===== config.mk =====
export PLATFORM = sky130hd
export DESIGN_NAME = ebm_master
export DESIGN_NICKNAME = d
export VERILOG_FILES = /design/src/hw/ebm_master.v
export VERILOG_INCLUDE_DIRS = /design/src /design/src/hw
export SDC_FILE = /design/constraint.sdc
export NUM_CORES = 1
export LEC_CHECK = 0
export BUFFER_PORTS_ARGS = -buffer_cell sky130_fd_sc_hd__buf_4
export CAP_MARGIN = 20
export CORE_AREA = 2 2 212 214
export DETAILED_ROUTE_END_ITERATION = 8
export DIE_AREA = 0 0 214 216
export MAX_ROUTING_LAYER = met4
export PLACE_DENSITY_LB_ADDON = 0.1
export SLEW_MARGIN = 15
export SYNTH_ARGS = -nofsm -noshare
export SYNTH_HDL_FRONTEND = slang
export SYNTH_SLANG_ARGS = --single-unit

===== constraint.sdc =====
create_clock -name core_clk -period 4.7 [get_ports core_clk]
set_clock_uncertainty 0.15 [all_clocks]
set_input_delay 0.47 -clock core_clk [delete_from_list [all_inputs] [get_ports core_clk]]
set_output_delay 0.47 -clock core_clk [all_outputs]
set_load 0.02 [all_outputs]

===== src/hw/ebm_consts.vh =====
// Purpose: constants of the expansion bus master
// Assumes: included by ebm_master.v only
// Notes: register indices are word addresses on the slave port
`ifndef EBM_CONSTS_VH
`define EBM_CONSTS_VH
`define EBM_REG_ATTR 3'h0
`define EBM_REG_ADDR 3'h1
`define EBM_REG_DATA_HI 3'h2
`define EBM_REG_DATA_LO 3'h3
`define EBM_REG_CMD 3'h4
`define EBM_F_DW 0
`define EBM_F_BURST_EN 2
`define EBM_F_BASIC 3
`define EBM_F_BLEN 4
`define EBM_F_FIRST 8
`define EBM_F_BRD 12
`define EBM_F_BWD 16
`define EBM_ATTR_RST 32'h000fff30
`define EBM_ATTR_MASK 32'h000fff7f
`define EBM_F_CNT 0
`define EBM_F_WR 4
`define EBM_ST_BUSY 0
`define EBM_ST_DONE 1
`define EBM_MAX_BYTES 4'h8
`define EBM_DW_8 2'h0
`define EBM_DW_16 2'h1
`define EBM_DW_32 2'h2
`define EBM_DW_LEGACY 2'h3
`define EBM_MARGIN_NORM 4'h1
`define EBM_MARGIN_BASIC 4'h3
`endif


===== src/hw/ebm_master.v =====
// Purpose: expansion bus master, beat sequencing and lane mapping
// Assumes: host address aligned to the port width; one clock core_clk
// Notes: registers reached over avalon-mm, one wait state per access
//
// Chosen here: the Avalon-MM slave port and the placing of the registers.
`timescale 1ns/1ns
`include "ebm_consts.vh"

module ebm_master (
  input wire core_clk,
  input wire rstn,
  input wire [2:0] avs_address,
  input wire avs_read,
  input wire avs_write,
  input wire [31:0] avs_writedata,
  input wire [3:0] avs_byteenable,
  output reg [31:0] avs_readdata,
  output wire avs_waitrequest,
  input wire beat_extend_n,
  input wire legacy_data_map,
  input wire [31:0] muxed_addr_data_lines_in,
  output reg [31:0] muxed_addr_data_lines_out,
  output reg [31:0] muxed_addr_data_lines_oe,
  output reg [9:0] dedicated_address_lines,
  output reg address_latch_strobe,
  output reg chip_select_n,
  output reg read_strobe_n,
  output reg write_strobe_n
);
  localparam S_IDLE = 3'h0;
  localparam S_ADDR = 3'h1;
  localparam S_SETUP = 3'h2;
  localparam S_ACC = 3'h3;
  localparam S_GAP = 3'h4;
  localparam S_HOLD = 3'h5;

  // pin inputs, two flops before use
  reg ext_m, ext_s, map_m, map_s;
  reg [31:0] din_m, din_s;

  reg bus_ack;
  reg [31:0] attr, host_addr;
  reg [63:0] data_buf;
  reg [2:0] state;
  reg [3:0] cnt, beat_idx, beats_left, byte_cnt;
  reg [2:0] burst_pos;
  reg [31:0] cur_addr;
  reg is_write, busy, done;

  function [31:0] be_merge;
    input [31:0] old;
    input [31:0] nw;
    input [3:0] be;
    integer i;
    begin
      be_merge = old;
      for (i = 0; i < 4; i = i + 1)
        if (be[i])
          be_merge[8*i +: 8] = nw[8*i +: 8];
    end
  endfunction

  // bytes moved per beat
  function [3:0] beat_bytes;
    input [1:0] dw;
    input lmap;
    begin
      if (dw == `EBM_DW_8 || (dw == `EBM_DW_LEGACY && lmap))
        beat_bytes = 4'h1;
      else if (dw == `EBM_DW_32)
        beat_bytes = 4'h4;
      else
        beat_bytes = 4'h2;
    end
  endfunction

  function [3:0] beats_of;
    input [3:0] bytes;
    input [3:0] bb;
    reg [3:0] sum;
    begin
      sum = bytes + bb - 4'h1;
      if (bb == 4'h4)
        beats_of = {2'b00, sum[3:2]};
      else if (bb == 4'h2)
        beats_of = {1'b0, sum[3:1]};
      else
        beats_of = bytes;
    end
  endfunction

  function [3:0] nz;
    input [3:0] t;
    begin
      nz = (t == 4'h0) ? 4'h1 : t;
    end
  endfunction

  // dedicated lines: {xadr25, xadr24, xadr7..xadr0}
  function [9:0] ded_map;
    input [1:0] dw;
    input [31:0] a;
    begin
      case (dw)
        `EBM_DW_8: ded_map = {2'b00, a[7:0]};
        `EBM_DW_32: ded_map = {a[25], a[24], a[7:2], a[27], a[26]};
        default: ded_map = {a[25], a[24], a[7:1], a[26]};
      endcase
    end
  endfunction

  // lane of byte k of a beat; lane 0 is lines 31..24
  function [1:0] lane_of;
    input [3:0] idx;
    input [2:0] k;
    input leg;
    begin
      if (leg)
        lane_of = idx[2] ? 2'h1 : 2'h0;
      else
        lane_of = k[1:0];
    end
  endfunction

  // {lane mask, lane data} for the current beat
  function [35:0] beat_lanes;
    input [63:0] b;
    input [3:0] idx;
    input [3:0] bb;
    input leg;
    integer k;
    reg [3:0] pos;
    reg [1:0] ln;
    begin
      beat_lanes = 36'h0;
      for (k = 0; k < 4; k = k + 1) begin
        pos = idx * bb + k[3:0];
        ln = lane_of(idx, k[2:0], leg);
        if (k < bb && pos < 4'h8) begin
          beat_lanes[35 - ln] = 1'b1;
          beat_lanes[31 - 8*ln -: 8] = b[63 - 8*pos -: 8];
        end
      end
    end
  endfunction

  function [63:0] capture;
    input [63:0] b;
    input [31:0] din;
    input [3:0] idx;
    input [3:0] bb;
    input leg;
    integer k;
    reg [3:0] pos;
    reg [1:0] ln;
    begin
      capture = b;
      for (k = 0; k < 4; k = k + 1) begin
        pos = idx * bb + k[3:0];
        ln = lane_of(idx, k[2:0], leg);
        if (k < bb && pos < 4'h8)
          capture[63 - 8*pos -: 8] = din[31 - 8*ln -: 8];
      end
    end
  endfunction

  wire [1:0] dw = attr[`EBM_F_DW +: 2];
  wire legacy = (dw == `EBM_DW_LEGACY);
  wire leg_lanes = legacy & map_s;
  wire basic = attr[`EBM_F_BASIC];
  // basic mode stretches margins the same way in legacy mode
  wire [3:0] margin = basic ? `EBM_MARGIN_BASIC : `EBM_MARGIN_NORM;
  wire burst_on = attr[`EBM_F_BURST_EN] & ~basic;
  wire [2:0] blen_m1 = attr[`EBM_F_BLEN +: 3];
  wire [3:0] t_first = nz(attr[`EBM_F_FIRST +: 4]);
  wire [3:0] t_brd = nz(attr[`EBM_F_BRD +: 4]);
  wire [3:0] t_bwd = nz(attr[`EBM_F_BWD +: 4]);
  // legacy mode moves 16 bits per beat, or 8 bits when the legacy_data_map strap is set
  wire [3:0] bb = beat_bytes(dw, map_s);

  wire bus_req = avs_read | avs_write;
  assign avs_waitrequest = bus_req & ~bus_ack;
  wire wr_take = avs_write & bus_ack;
  wire [3:0] cmd_cnt = avs_writedata[`EBM_F_CNT +: 4];
  wire start = wr_take & (avs_address == `EBM_REG_CMD) & ~busy &
    (cmd_cnt != 4'h0) & (cmd_cnt <= `EBM_MAX_BYTES);
  wire cfg_wr = wr_take & ~busy;

  always @(posedge core_clk or negedge rstn) begin
    if (!rstn) begin
      ext_m <= 1'b1;
      ext_s <= 1'b1;
      map_m <= 1'b0;
      map_s <= 1'b0;
      din_m <= 32'h0;
      din_s <= 32'h0;
    end else begin
      ext_m <= beat_extend_n;
      ext_s <= ext_m;
      map_m <= legacy_data_map;
      map_s <= map_m;
      din_m <= muxed_addr_data_lines_in;
      din_s <= din_m;
    end
  end

  always @(posedge core_clk or negedge rstn) begin
    if (!rstn) begin
      bus_ack <= 1'b0;
      avs_readdata <= 32'h0;
    end else begin
      bus_ack <= bus_req & ~bus_ack;
      if (avs_read & ~bus_ack) begin
        case (avs_address)
          `EBM_REG_ATTR: avs_readdata <= attr;
          `EBM_REG_ADDR: avs_readdata <= host_addr;
          `EBM_REG_DATA_HI: avs_readdata <= data_buf[63:32];
          `EBM_REG_DATA_LO: avs_readdata <= data_buf[31:0];
          `EBM_REG_CMD: avs_readdata <= {29'h0, state == S_IDLE ?
            1'b0 : 1'b1, done, busy};
          default: avs_readdata <= 32'h0;
        endcase
      end
    end
  end

  // configuration is refused while a transaction runs
  always @(posedge core_clk or negedge rstn) begin
    if (!rstn) begin
      attr <= `EBM_ATTR_RST;
      host_addr <= 32'h0;
    end else if (cfg_wr) begin
      if (avs_address == `EBM_REG_ATTR)
        attr <= be_merge(attr, avs_writedata, avs_byteenable) &
          `EBM_ATTR_MASK;
      if (avs_address == `EBM_REG_ADDR)
        host_addr <= be_merge(host_addr, avs_writedata, avs_byteenable);
    end
  end

  always @(posedge core_clk or negedge rstn) begin
    if (!rstn) begin
      data_buf <= 64'h0;
      state <= S_IDLE;
      cnt <= 4'h0;
      beat_idx <= 4'h0;
      beats_left <= 4'h0;
      byte_cnt <= 4'h0;
      burst_pos <= 3'h0;
      cur_addr <= 32'h0;
      is_write <= 1'b0;
      busy <= 1'b0;
      done <= 1'b0;
    end else begin
      case (state)
        S_IDLE: begin
          if (cfg_wr && avs_address == `EBM_REG_DATA_HI)
            data_buf[63:32] <= be_merge(data_buf[63:32], avs_writedata,
              avs_byteenable);
          if (cfg_wr && avs_address == `EBM_REG_DATA_LO)
            data_buf[31:0] <= be_merge(data_buf[31:0], avs_writedata,
              avs_byteenable);
          if (start) begin
            cur_addr <= host_addr;
            byte_cnt <= cmd_cnt;
            is_write <= avs_writedata[`EBM_F_WR];
            beats_left <= beats_of(cmd_cnt, bb);
            beat_idx <= 4'h0;
            burst_pos <= 3'h0;
            cnt <= margin;
            busy <= 1'b1;
            done <= 1'b0;
            state <= S_ADDR;
          end
        end
        S_ADDR: begin
          cnt <= cnt - 4'h1;
          if (cnt <= 4'h1) begin
            cnt <= margin;
            state <= S_SETUP;
          end
        end
        S_SETUP: begin
          cnt <= cnt - 4'h1;
          if (cnt <= 4'h1) begin
            cnt <= t_first;
            state <= S_ACC;
          end
        end
        S_ACC: begin
          if (cnt > 4'h1)
            cnt <= cnt - 4'h1;
          else if (ext_s) begin
            if (!is_write)
              data_buf <= capture(data_buf, din_s, beat_idx, bb, leg_lanes);
            cur_addr <= cur_addr + {28'h0, bb};
            beat_idx <= beat_idx + 4'h1;
            beats_left <= beats_left - 4'h1;
            if (beats_left == 4'h1) begin
              cnt <= margin;
              state <= S_HOLD;
            end else if (burst_on && burst_pos != blen_m1) begin
              burst_pos <= burst_pos + 3'h1;
              if (is_write) begin
                cnt <= 4'h1;
                state <= S_GAP;
              end else
                cnt <= t_brd;
            end else begin
              burst_pos <= 3'h0;
              cnt <= margin;
              state <= S_HOLD;
            end
          end
        end
        S_GAP: begin
          cnt <= t_bwd;
          state <= S_ACC;
        end
        S_HOLD: begin
          cnt <= cnt - 4'h1;
          if (cnt <= 4'h1) begin
            cnt <= margin;
            if (beats_left == 4'h0) begin
              busy <= 1'b0;
              done <= 1'b1;
              state <= S_IDLE;
            end else if (basic)
              state <= S_ADDR;
            else
              state <= S_SETUP;
          end
        end
        default: state <= S_IDLE;
      endcase
    end
  end

  // pin values, registered below so the pins never glitch
  reg [31:0] p_out, p_oe, mask32;
  reg [9:0] p_ded;
  reg [35:0] ln;
  reg p_ale, p_cs_n, p_rd_n, p_wr_n;
  always @* begin
    p_out = 32'h0;
    p_oe = 32'h0;
    p_ded = 10'h0;
    p_ale = 1'b0;
    p_cs_n = 1'b1;
    p_rd_n = 1'b1;
    p_wr_n = 1'b1;
    ln = beat_lanes(data_buf, beat_idx, bb, leg_lanes);
    mask32 = {{8{ln[35]}}, {8{ln[34]}}, {8{ln[33]}}, {8{ln[32]}}};
    if (state == S_ADDR) begin
      p_cs_n = 1'b0;
      p_ale = 1'b1;
      p_oe = 32'hffffffff;
      p_out[31:24] = {~is_write, 1'b0, 2'b00, byte_cnt};
      if (legacy) begin
        p_out[6:0] = cur_addr[28:22];
        p_ded = {2'b00, cur_addr[21:15], 1'b0};
      end else begin
        p_out[23:0] = cur_addr[31:8];
        p_ded = ded_map(dw, cur_addr);
      end
    end else if (state != S_IDLE) begin
      p_cs_n = 1'b0;
      if (legacy) begin
        p_out[6:0] = cur_addr[14:8];
        p_ded = {2'b00, cur_addr[7:1], 1'b0};
      end else begin
        p_out[23:0] = cur_addr[31:8];
        p_ded = ded_map(dw, cur_addr);
      end
      p_out = (ln[31:0] & mask32) | (p_out & ~mask32);
      p_oe = is_write ? 32'hffffffff : ~mask32;
      if (state == S_ACC) begin
        p_rd_n = is_write;
        p_wr_n = ~is_write;
      end
    end
  end

  always @(posedge core_clk or negedge rstn) begin
    if (!rstn) begin
      muxed_addr_data_lines_out <= 32'h0;
      muxed_addr_data_lines_oe <= 32'h0;
      dedicated_address_lines <= 10'h0;
      address_latch_strobe <= 1'b0;
      chip_select_n <= 1'b1;
      read_strobe_n <= 1'b1;
      write_strobe_n <= 1'b1;
    end else begin
      muxed_addr_data_lines_out <= p_out;
      muxed_addr_data_lines_oe <= p_oe;
      dedicated_address_lines <= p_ded;
      address_latch_strobe <= legacy ? ~p_ale : p_ale;
      chip_select_n <= p_cs_n;
      read_strobe_n <= p_rd_n;
      write_strobe_n <= p_wr_n;
    end
  end

endmodule


Word-level counts from Yosys, hierarchy flattened
Cells that the tools add are included.

storage, ports and cells
  register bits = 351
  bits of input ports = 77
  output and inout port bits = 111
  logic and storage cells = 370

operators by class
  $add $sub $neg = 34
  multiply operators = 1
  order comparisons = 19
  equality and inequality tests = 32
  shift-type cells = 24
  mux-type cells = 150
  bitwise logic cells = 23
  reduce and logical (&&, ||, !) cells = 47

operator list
  kind                     count
  $mux 64                  19
  $mux 32                  10
  $shift 8x34->71 const A  4
  $shiftx 71x33->8         4
  $shiftx 8x34->71         4
  $neg 32->34              8
  $bwmux 64                4
  $shift 8x34->43 const A  4
  $shiftx 8x34->43         4
  $pmux 32 s5              1
  $shiftx 39x33->8         4
  $bwmux 36                4
  $mux 36                  4
  $ge 32x1->1 const B      4
  $lt 32x7->1 const B      4
  $pmux 64 s2              1
  $or 36x36->36            3
  $mux 4                   19
  $pmux 32 s2              1
  $mux 17                  3
  $mux 3                   16
  $reduce_and 6->1         8
  $sub 5x5->6 const A      8
  $mux 2                   21
  other kinds (60)         168

Longest topological paths before layout
Gate-level depths: netlist (run 1).

  depth in word-level cells = 34
  mapped depth = 20
  mapped depth without buffers = 15

Least setup slack after synthesis (run 1)
OpenSTA, ideal clock, no wires.

  kind = reg-to-reg
  from = register attr[0]
  to = register data_buf[7] (netlist: beat_lanes.b[7])
  setup time = 0.127 ns
  arrival time = 4.396 ns
  data required time = 4.423 ns
  slack = 0.026 ns
  stages on the path, launching flop included = 18
  buffers on the path = 3
  period minus slack after synthesis = 4.674 ns
  cell sequence = dfrtp_1 buf_6 nor2_1 nor2_2 inv_2 buf_2 clkbuf_1 nand2_1 fa_1 inv_1 ha_1 ha_1 or4bb_1 a211oi_1 nor2_2 o31ai_4 a221oi_1 o32a_2

on the way
  longest elaborated chain between the ends = 34
  elaborated cells on any way between the ends = 92
  classes of those cells = add/sub: 15; mul: 1; order compare: 8; eq/ne: 2; shift: 12; mux: 46; bitwise: 1; reduce/logical: 7

RTL lines
  item                                                                  RTL line          RTL
  start, declared                                                       ebm_master.v:42   reg [31:0] attr, host_addr;
  start signal, assigned                                                ebm_master.v:230  attr <= `EBM_ATTR_RST;
  start signal, assigned                                                ebm_master.v:234  attr <= be_merge(attr, avs_writedata, avs_byteenable) &
  parallel branches: the longest is 29 deep, another holds $neg 32->34  --
  $mux 64 *                                                             ebm_master.v:161  if (k < bb && pos < 4'h8)
  $mux 64 *                                                             ebm_master.v:294  if (!is_write)
  $mux 64 *                                                             ebm_master.v:293  else if (ext_s) begin
  $mux 64 *                                                             ebm_master.v:291  if (cnt > 4'h1)
  $pmux 64 s2 *                                                         ebm_master.v:255  case (state)
  end signal, assigned                                                  ebm_master.v:261  data_buf[31:0] <= be_merge(data_buf[31:0], avs_writedata,
  end signal, assigned                                                  ebm_master.v:295  data_buf <= capture(data_buf, din_s, beat_idx, bb, leg_lanes);
  end, declared                                                         ebm_master.v:43   reg [63:0] data_buf;

Mark *: on every way between the ends. The select of a mux whose other input is x is not followed.
A chain may end at the register's enable or synchronous reset.

Worst setup path after layout (run 1)
  from = register attr[0]
  to = register muxed_addr_data_lines_out[6]

on the way
  longest elaborated chain between the ends = 24
  elaborated cells on any way between the ends = 94
  classes of those cells = add/sub: 19; mul: 1; order compare: 16; eq/ne: 2; shift: 12; mux: 25; bitwise: 8; reduce/logical: 11

RTL lines
  item                                                                  RTL line          RTL
  parallel branches: the longest is 23 deep, another holds $sub 6x7->8  --
  $mux 32 *                                                             ebm_master.v:354  if (state == S_ADDR) begin
  net p_out[6]                                                          ebm_master.v:340  reg [31:0] p_out, p_oe, mask32;
  end signal, assigned                                                  ebm_master.v:394  muxed_addr_data_lines_out <= p_out;
  end, declared                                                         ebm_master.v:22   output reg [31:0] muxed_addr_data_lines_out,

Mark *: on every way through the listed nets, which the timed path passes.

==> summary.md, run 1 <==
| Metric | Value |
|---|---|
| Status | finished, final reports clean |
| R2r worst-path depth | 15 |
| Total Wirelength | 84.3 mm |
| Share of layout cells above drive strength 1 | 23.3% |
| Area growth, synth to finish | 21.1% |
| Post-Syn Instances | 2,011 |
| Cell taking the most area after synthesis | dfrtp_1 |
| WHS | 22.5 ps |
| Maximum clock path buffer count | 3 |
| Worst Setup SP | attr[0] |
| Clock sinks | 323 |
| CTS Buf Count | 39 |
| Post-Syn Area | 19,100 µm² |
| Gate power share | 50.2% |
| Root Buffer | clkbuf_16 |
| Slew @ Worst Pin | 1060 ps |
| First-pass GRT wire length | 122 mm |
| Clock power share | 19.6% |
| GPL Wtd Cong | 1.04 |
| DR iter-0 viols | 2,196 |
| Seq cells post-synth | 323 |
| Mapped Avg Cell Area | 9.51 µm² |
| Synth top area cells | dfrtp_1 40%, mux2_2 5.0%, nand2_1 4.6%, a21oi_1 4.3%, nor2_1 3.3% |
| Largest family of logic cells by synthesized area | compound AO/OA/AOI/OAI gates |
| Area of the multi-input gates | 10,100 µm² |
| Post-route ant nets | 0 |
| Post-synth top area share | 39.8% |
| CTS tree | yes |
| Drt drc | 0 |
| Via count | 18,300 |
| FILL cells | 4,069 |
| Tcrit/Tclk final | 95.0% |
| Yosys cell types | 92 |
| Die Y | 216 µm |
| Crit end category | flop |
| Ys async rst share | 100% |
| Rows | 77 |
| Commonest cells post-synth | 304 x dfrtp_1, 236 x nand2_1, 169 x nor2_1 |
| Reg clk slew, reported paths | 60 ps |
| Crit path capture | muxed_addr_data_lines_out[6] |
| Flop2flop setup slack | 230 ps |
| # placed instances | 2,726 |
| Final Max Slew Viols | 0 |
| IO buf count | 187 |
| Adder-cell share of the synthesized area | 1.49% |
| Fmax | 0.224 GHz |
| Pin count of the biggest net entering global routing | 123 |
| EDFF count, synth | 0 |
| Die area | 46,200 µm² |
| Register area | 8110 µm² |
| DRT Pass-1 Iters | 5 |
| Setup CP Type | flop to flop |
| Clk_lat worst skew | 590 ps |
| Vias in the first global route | 17,700 |
| Power Density | 725 nW/µm² |
| Die width | 214 µm |
| VDD IR max | 0.399 mV |
| Unrepaired setup endpoints after global routing | false |
| Post-synthesis xor/xnor area fraction | 1.11% |
| Post-synthesis compound-gate area fraction | 23.8% |
| Initial antenna violation count | 3 |
| Worst hold stages | 2 |
| Gr usage total | 37.2% |
| WP data arrival | 4750 ps |
| Sequential power share | 30.2% |
| Post-DP HPWL | 62.5 mm |
| Final #Nets | 2,321 |
| Syn nets | 2,109 |
| Total Neg Setup Slack | 0 ps |
| Top-count cell post-synth | dfrtp_1 |
| Startpoint types | flop |
| Worst Path Required | 4990 ps |
| Wirelength per Cell | 29.6 µm |
| Internal power | 8790 µW |
| Cell Count, Final, Fillers Out | 2,848 |
| I/O pins | 188 |
| Final setup viols | 0 |
| Sw power | 7990 µW |
| Synth warn | 0 |
| Main synth FF type | dfrtp_1 |
| Sw Share | 47.6% |
| Initial Util | 43.6% |
| Crit Path Max Fanout | 6 |
| Max-Cap Viols | 0 |
| P_leak | 0.0100 µW |
| Worst R2R End | muxed_addr_data_lines_out[6] |
| CTS H-tree lvls | 2 |
| Normalized max-slew margin | 27.0% |
| Total gr overflow | 0 |
| Hold Crit Class | input port to flop |
| Min Tclk post-route | 4470 ps |
| Hold Fails Final Rpt | 0 |
| FF-to-FF Start | attr[0] |
| Mux share of post-synthesis cell area | 10.8% |
| Simple-gate portion of the synthesized area | 15.6% |
| Core Area | 43,800 µm² |
| Seq/Total Area, Yosys | 42.4% |
| Vias per inst | 6.44 |
-- sequential cells by signal (all words and copies together), names as in the netlist, 3 cells and up --
register,count
byte_cnt,4
host_addr,32
dedicated_address_lines,10
muxed_addr_data_lines_oe,4
din_s,32
din_m,32
muxed_addr_data_lines_out,32
cnt,4
attr,19
cur_addr,32
beat_idx,4
state,3
beat_lanes.b,64
avs_readdata,32
burst_pos,3
beats_left,4
-- cell type report --
| type | instances | share of cell area (%) |
|---|---|---|
| Antenna cell | 2 | 0.0216 |
| Clock buffer | 56 | 4.76 |
| Clock inverter | 16 | 1.21 |
| Inverter | 30 | 0.486 |
| Multi-Input combinational cell | 1495 | 43.8 |
| Sequential cell | 323 | 35.0 |
| Tap cell | 592 | 3.20 |
| Timing Repair Buffer | 334 | 11.5 |
-- through the flow --
step	worst slack [ps]	util [%]	power (µW)	instance area (µm²)
floorplan	26.5	-	9660	19100
global placement	286	48.5	13100	21300
detailed placement	328	48.5	13200	21300
CTS	308	52.8	16500	23100
global route	29.5	52.8	17400	23100
finish	235	52.8	16800	23100
-- logic make-up after synthesis --
kind of cell / count (synthesis)
compound gates: 656
simple gates: 629
flops: 323
buf+inv: 193
mux: 169
fa+ha+maj: 21
xor+xnor: 20
-- repair_timing --
item | CTS | global route
setup buffers | 0 | 0
hold endpoints to repair | 129 | 0
gates resized for setup | 0 | 0
hold buffers | 48 | 0
-- power by group through the flow --
stage / clock network (µW) / registers, µW / logic, µW
floorplan: 0 / 4460 / 5190
global placement: 0 / 5000 / 8140
detailed placement: 0 / 5010 / 8150
CTS: 3330 / 4970 / 8210
global route: 3440 / 5080 / 8910
finish: 3300 / 5060 / 8420
-- layout by cell type, fill, tap and decap left out, types with 16 or more instances in the layout --
cell type / n
a21oi_1: 163
a221o_1: 21
a221oi_1: 37
a22o_1: 32
a22oi_1: 25
a31oi_1: 38
and4_1: 17
buf_4: 282
clkbuf_16: 40
dfrtp_1: 304
dfstp_2: 19
dlygate4sd3_1: 48
ha_1: 17
inv_1: 26
mux2_2: 85
mux2i_1: 62
mux4_2: 22
nand2_1: 236
nand2b_1: 18
nand3_1: 46
nor2_1: 168
nor3_1: 44
o211ai_1: 17
o21ai_0: 123
o22ai_1: 37
o32a_1: 16
-- routing by layer --
layer | up-vias | global-route usage [%] | part of all wire, %
li1 | 7965 | - | -
met1 | 9117 | 49.5 | 42
met2 | 1040 | 55.7 | 44
met3 | 213 | 5.37 | 8.0
met4 | 0 | 18.3 | 5.8
met5 | - | - | 0
-- worst max-delay path, stage by stage (launching register included) --
cell      delay [ps]
dfrtp_1          440
and3_1           210
nor2_2           110
inv_2             50
nor2_1           130
nand2_1           90
fa_1             540
inv_1             50
ha_1             220
xnor2_1          170
a31oi_1          560
nor2_2           180
xor3_1           540
and2_0           420
a221oi_1         170
o31ai_1          300
-- how the worst min path moves through the flow --
| stage | start | to | slack (ps) |
|---|---|---|---|
| after floorplan | rstn | address_latch_strobe | 20 |
| after global placement | din_m[26] | din_s[26] | 180 |
| after detailed placement | din_m[13] | din_s[13] | 180 |
| after CTS | avs_writedata[6] | host_addr[6] | 6 |
| after global routing | avs_writedata[24] | host_addr[24] | 20 |
| final | avs_writedata[24] | host_addr[24] | 20 |
No activity file was read; power rests on OpenSTA's default activity.
==> run 2, diff against run 1 <==
--- a/config.mk
+++ b/config.mk
@@ -8,9 +8,11 @@
 export LEC_CHECK = 0
 export BUFFER_PORTS_ARGS = -buffer_cell sky130_fd_sc_hd__buf_4
 export CAP_MARGIN = 20
-export CORE_AREA = 2 2 212 214
+export CELL_PAD_IN_SITES_DETAIL_PLACEMENT = 1
+export CELL_PAD_IN_SITES_GLOBAL_PLACEMENT = 1
+export CORE_AREA = 2 2 217 219
 export DETAILED_ROUTE_END_ITERATION = 8
-export DIE_AREA = 0 0 214 216
+export DIE_AREA = 0 0 219 221
 export MAX_ROUTING_LAYER = met4
 export PLACE_DENSITY_LB_ADDON = 0.1
 export SLEW_MARGIN = 15
==> summary.md, run 2 (same netlist as run 1, synthesis figures left out) <==
| Metric | Value |
|---|---|
| Die width | 219 µm |
| Max reg flops | 64 |
| Crit Path Max Fanout | 33 |
| Crit end category | flop |
| Root Buffer | clkbuf_16 |
| Final setup viols | 0 |
| I/O pins | 188 |
| Post-route ant nets | 0 |
| Power Density | 726 nW/µm² |
| Maximum clock path buffer count | 3 |
| Clock sinks | 323 |
| Worst Setup SP | attr[0] |
| CTS tree | yes |
| Clock power share | 18.3% |
| Tcrit/Tclk final | 93.4% |
| Initial Util | 41.5% |
| WHS | 25.0 ps |
| Commonest non-fill, non-tap cells in the layout | 304 x dfrtp_1, 278 x buf_4, 236 x nand2_1 |
| Hold Crit Class | input port to flop |
| Rows | 79 |
| Initial antenna violation count | 6 |
| First-pass GRT wire length | 132 mm |
| CTS H-tree lvls | 2 |
| Sw power | 8140 µW |
| DR iter-0 viols | 1,638 |
| Core Area | 46,100 µm² |
| Drt drc | 0 |
| GPL Wtd Cong | 1.03 |
| Via count | 18,700 |
| Vias per inst | 6.54 |
| Min Tclk post-route | 4390 ps |
| Share of layout cells above drive strength 1 | 23.2% |
| Worst min-delay path startpoint | avs_writedata[6] |
| FILL cells | 5,221 |
| Vias in the first global route | 18,900 |
| Status | finished, final reports clean |
| Sw Share | 48.8% |
| Slew @ Worst Pin | 1040 ps |
| Gr usage total | 38.4% |
| Gate power share | 50.8% |
| Final Max Slew Viols | 0 |
| Hold Fails Final Rpt | 0 |
| Max-Cap Viols | 0 |
| Fmax | 0.228 GHz |
| Normalized max-slew margin | 30.7% |
| WP data arrival | 4690 ps |
| CTS Buf Count | 39 |
| Area growth, synth to finish | 20.3% |
| Setup CP Type | flop to flop |
| Startpoint types | flop |
| Sequential power share | 30.9% |
| Wirelength per Cell | 31.6 µm |
| Clk_lat worst skew | 580 ps |
| Die area | 48,400 µm² |
| Worst Path Required | 5000 ps |
| Commonest non-fill, non-tap cell in the layout | dfrtp_1 |
| Reg clk slew, reported paths | 70 ps |
| DRT Pass-1 Iters | 5 |
| Total Wirelength | 90.3 mm |
| Die Y | 221 µm |
| P_leak | 0.00993 µW |
| Internal power | 8550 µW |
| VDD IR max | 0.395 mV |
| IO buf count | 187 |
| Post-DP HPWL | 66.2 mm |
| Pin count of the biggest net entering global routing | 108 |
| Total gr overflow | 0 |
| Final #Nets | 2,311 |
| Unrepaired setup endpoints after global routing | false |
| FF-to-FF Start | attr[0] |
| Total Neg Setup Slack | 0 ps |
[run 2: final timing paths]
check | slack (ps) | cells after the start | endpoint
setup / recovery | 310 | 16 | beat_lanes.b[49]
hold / removal | 20 | 2 | host_addr[6]
setup reg to reg | 310 | 16 | beat_lanes.b[49]
hold reg to reg | 190 | 0 | din_s[7]
max in group asynchronous | 2980 | 3 | beat_lanes.b[30]
min in group asynchronous | 320 | 2 | avs_readdata[4]
[run 2: power groups by stage]
stage	Sequential (µW)	Combinational, µW	Clock, µW
3_3_place_gp	5080	8120	0
2_1_floorplan	4460	5190	0
5_1_grt	5170	9040	3210
6_report	5150	8480	3050
4_1_cts	5070	8300	3080
3_5_place_dp	5110	8230	0
[run 2: per-layer routing]
metal	part of all wire (%)	global-route usage [%]	wire, µm	vias to the layer above
met5	0	-	0	-
met4	5.1	17.3	4620	0
met3	8.1	6.03	7340	207
met2	45	57.5	40900	895
met1	41	51.4	37500	9619
li1	-	-	-	7938
[run 2: critical path: stages (launching register included)]
cell and delay, ps:
dfrtp_1 420, and3_1 200, nor2_2 110, inv_2 50, nor2_1 130, nand2_1 110, fa_1 520, inv_1 50
ha_1 300, ha_1 300, or4bb_1 580, a211o_1 400, nand2_4 180, buf_12 210, a31o_2 310, a221o_1 160
a22oi_1 70
[run 2: area by class of cell]
cell class | instances | area [µm²] | area share (%)
multi-input cells | 1495 | 10100 | 44.1
flip-flops and latches | 323 | 8110 | 35.3
repair buffers | 324 | 2590 | 11.3
clock buffers | 61 | 1160 | 5.05
well taps | 607 | 759 | 3.30
inverters | 30 | 113 | 0.490
clock inverters | 10 | 108 | 0.468
diodes | 3 | 7.51 | 0.0327
[run 2: metrics by stage]
stage / util [%] / cell area (µm²) / std cells / setup WS, ps / power (µW)
2_1_floorplan: - / 19100 / 2011 / 26.5 / 9660
3_3_place_gp: 46.2 / 21300 / 2737 / 285 / 13200
3_5_place_dp: 46.2 / 21300 / 2737 / 210 / 13300
4_1_cts: 49.8 / 22900 / 2849 / 156 / 16400
5_1_grt: 49.9 / 23000 / 2851 / 46.0 / 17400
6_report: 49.9 / 23000 / 2853 / 311 / 16700
[run 2: what timing repair did]
action / 4_1_cts / 5_1_grt
gates resized for setup: 0 / 2
hold buffers: 41 / 0
endpoints found under the hold margin: 101 / 0
setup endpoints to repair: 0 / 29
setup buffers: 0 / 1
==> run 3, diff against run 2 <==
==> constraint.sdc (replaced) <==
create_clock -name core_clk -period 3.6 [get_ports core_clk]
set_clock_uncertainty 0.15 [all_clocks]
set_input_delay 0.36 -clock core_clk [delete_from_list [all_inputs] [get_ports core_clk]]
set_output_delay 0.36 -clock core_clk [all_outputs]
set_load 0.02 [all_outputs]
==> summary.md, run 3 (same netlist as run 1, synthesis figures left out) <==
| Metric | Value |
|---|---|
| CTS Buf Count | 39 |
| Commonest non-fill, non-tap cell in the layout | buf_4 |
| Via count | 19,500 |
| DRT Pass-1 Iters | 5 |
| Fmax | 0.245 GHz |
| WP data arrival | 4440 ps |
| Initial Util | 41.5% |
| Die Y | 221 µm |
| First-pass GRT wire length | 138 mm |
| CTS tree | yes |
| Vias per inst | 6.40 |
| Power Density | 941 nW/µm² |
| Total gr overflow | 0 |
| Slowest CP cell | or4b_4 |
| Setup CP Type | flop to flop |
| Reg clk slew, reported paths | 60 ps |
| Max-Cap Viols | 0 |
| Vias in the first global route | 20,100 |
| Commonest non-fill, non-tap cells in the layout | 384 x buf_4, 302 x dfrtp_1, 225 x nand2_1 |
| P_leak | 0.0112 µW |
| Final setup viols | 93 |
| Total Wirelength | 94.6 mm |
| GRT met3 Usage | 7.35% |
| Register area | 8110 µm² |
| Area growth, synth to finish | 35.7% |
| Met2 global-route usage | 59.6% |
| Maximum clock path buffer count | 3 |
| Sequential power share | 27.0% |
| Max reg flops | 64 |
| Worst Path Required | 3970 ps |
| IO buf count | 187 |
| Final #Nets | 2,502 |
| CP max stage delay | 530 ps |
| Met1 Usage GRT | 52.5% |
| GPL Wtd Cong | 1.02 |
| DR iter-0 viols | 1,891 |
| Core Util, Final | 56.3% |
| Slew @ Worst Pin | 1010 ps |
| WHS | 34.3 ps |
| Gate power share | 57.1% |
| Global route hottest layer | met2 |
| I/O pins | 188 |
| Initial antenna violation count | 11 |
| Post-DP HPWL | 69.1 mm |
| Sw Share | 48.3% |
| Rows | 79 |
| Gr usage total | 40.1% |
| Internal power | 12,600 µW |
| Core Area | 46,100 µm² |
| Total Neg Setup Slack | -31,900 ps |
| Final Max Slew Viols | 0 |
| Share of layout cells above drive strength 1 | 33.3% |
| Die area | 48,400 µm² |
| CTS H-tree lvls | 2 |
| Placed Area | 22,800 µm² |
| Area of the multi-input gates | 11,100 µm² |
| Hold Crit Class | input port to flop |
| Worst-path cell chain | and3_4 > nor2_4 > inv_4 > nor2_4 > nand2_2 > fa_1 > inv_2 > ha_4 > ha_4 > buf_6 > or4b_4 > buf_6 > a2bb2o_4 > nand2_8 > buf_12 > buf_12 > buf_16 > nand4b_1 > a31oi_1 > o32a_1 |
| Die width | 219 µm |
| Clock power share | 15.9% |
| Design area | 25,900 µm² |
| Sw power | 11,800 µW |
| Pin count of the biggest net entering global routing | 91 |
| Startpoint types | flop |
| Crit end category | flop |
| VDD IR max | 0.460 mV |
| Clk_lat worst skew | 590 ps |
| Root Buffer | clkbuf_16 |
| Worst setup margin | -474 ps |
| Tcrit/Tclk final | 113% |
| Violated checks | negative setup slack |
| Post-route ant nets | 0 |
| Normalized max-slew margin | 32.5% |
| Status | finished with violations |
| FILL cells | 5,049 |
| Crit Path Max Fanout | 8 |
| Min Tclk post-route | 4070 ps |
| Wirelength per Cell | 31.0 µm |
| Drt drc | 0 |
| Clock sinks | 323 |
| Hold Fails Final Rpt | 0 |
| Unrepaired setup endpoints after global routing | true |
[run 3: changes by cell type in the layout (fill, tap and decap cells not counted), sizes merged]
cell / change
buf: +166
bufinv: -1
clkbuf: -3
clkinv: +6
clkinvlp: +1
diode: +8
dlygate4sd3: +24
inv: -1
[run 3: layout make-up]
class                   instances  area share [%]
multi-input cells            1495            42.9
flip-flops and latches        323            31.3
repair buffers                515            17.5
clock buffers                  57            4.22
well taps                     607            2.93
clock inverters                15           0.565
inverters                      30           0.449
diodes                         11           0.106
[run 3: power by group through the flow]
stage | clock (µW) | combinational, µW | sequential (µW)
6_report | 3880 | 13900 | 6580
5_1_grt | 4080 | 14700 | 6610
4_1_cts | 3900 | 13100 | 6460
3_5_place_dp | 0 | 12500 | 6520
3_3_place_gp | 0 | 12300 | 6490
2_1_floorplan | 0 | 7240 | 5830
[run 3: per-layer routing]
metal,part of all wire [%],vias to the layer above
li1,-,8366
met1,41,9955
met2,45,1003
met3,8.4,225
met4,5.7,0
met5,0,-
[run 3: path summary, 6_finish.rpt]
path                                       start                to  slack [ps]  cells after the start
worst max-delay path                     attr[0]  beat_lanes.b[34]        -470                     20
worst max register to register           attr[0]  beat_lanes.b[34]        -470                     20
min in group asynchronous                   rstn          state[2]         130                      2
max in group asynchronous                   rstn      cur_addr[29]        2310                      3
worst min register to register          din_m[3]          din_s[3]         200                      0
worst min-delay path            avs_writedata[3]           attr[3]          30                      2
[run 3: what timing repair did]
action	4_1_cts	5_1_grt
setup endpoints to repair	100	104
gates resized for setup	94	74
hold buffers	65	0
buffers inserted	34	8
hold endpoints to repair	253	0
pin swaps	80	44
cloned	3	1
[run 3: critical path, delay by kind of cell, from the launching register on]
kind | cells | cell delay (ps)
adder cells (fa/ha/maj) | 3 | 910
flip-flops | 1 | 440
AND/OR/NAND/NOR | 7 | 1200
AO/OA/AOI/OAI | 3 | 630
buffers and inverters | 7 | 690
[run 3: through the flow]
stage | setup WS [ps] | instances | total power, µW
5_1_grt | -586 | 3050 | 25400
6_report | -474 | 3053 | 24400
2_1_floorplan | -633 | 2011 | 13100
3_3_place_gp | -514 | 2861 | 18800
3_5_place_dp | -672 | 2861 | 19000
4_1_cts | -401 | 3033 | 23500
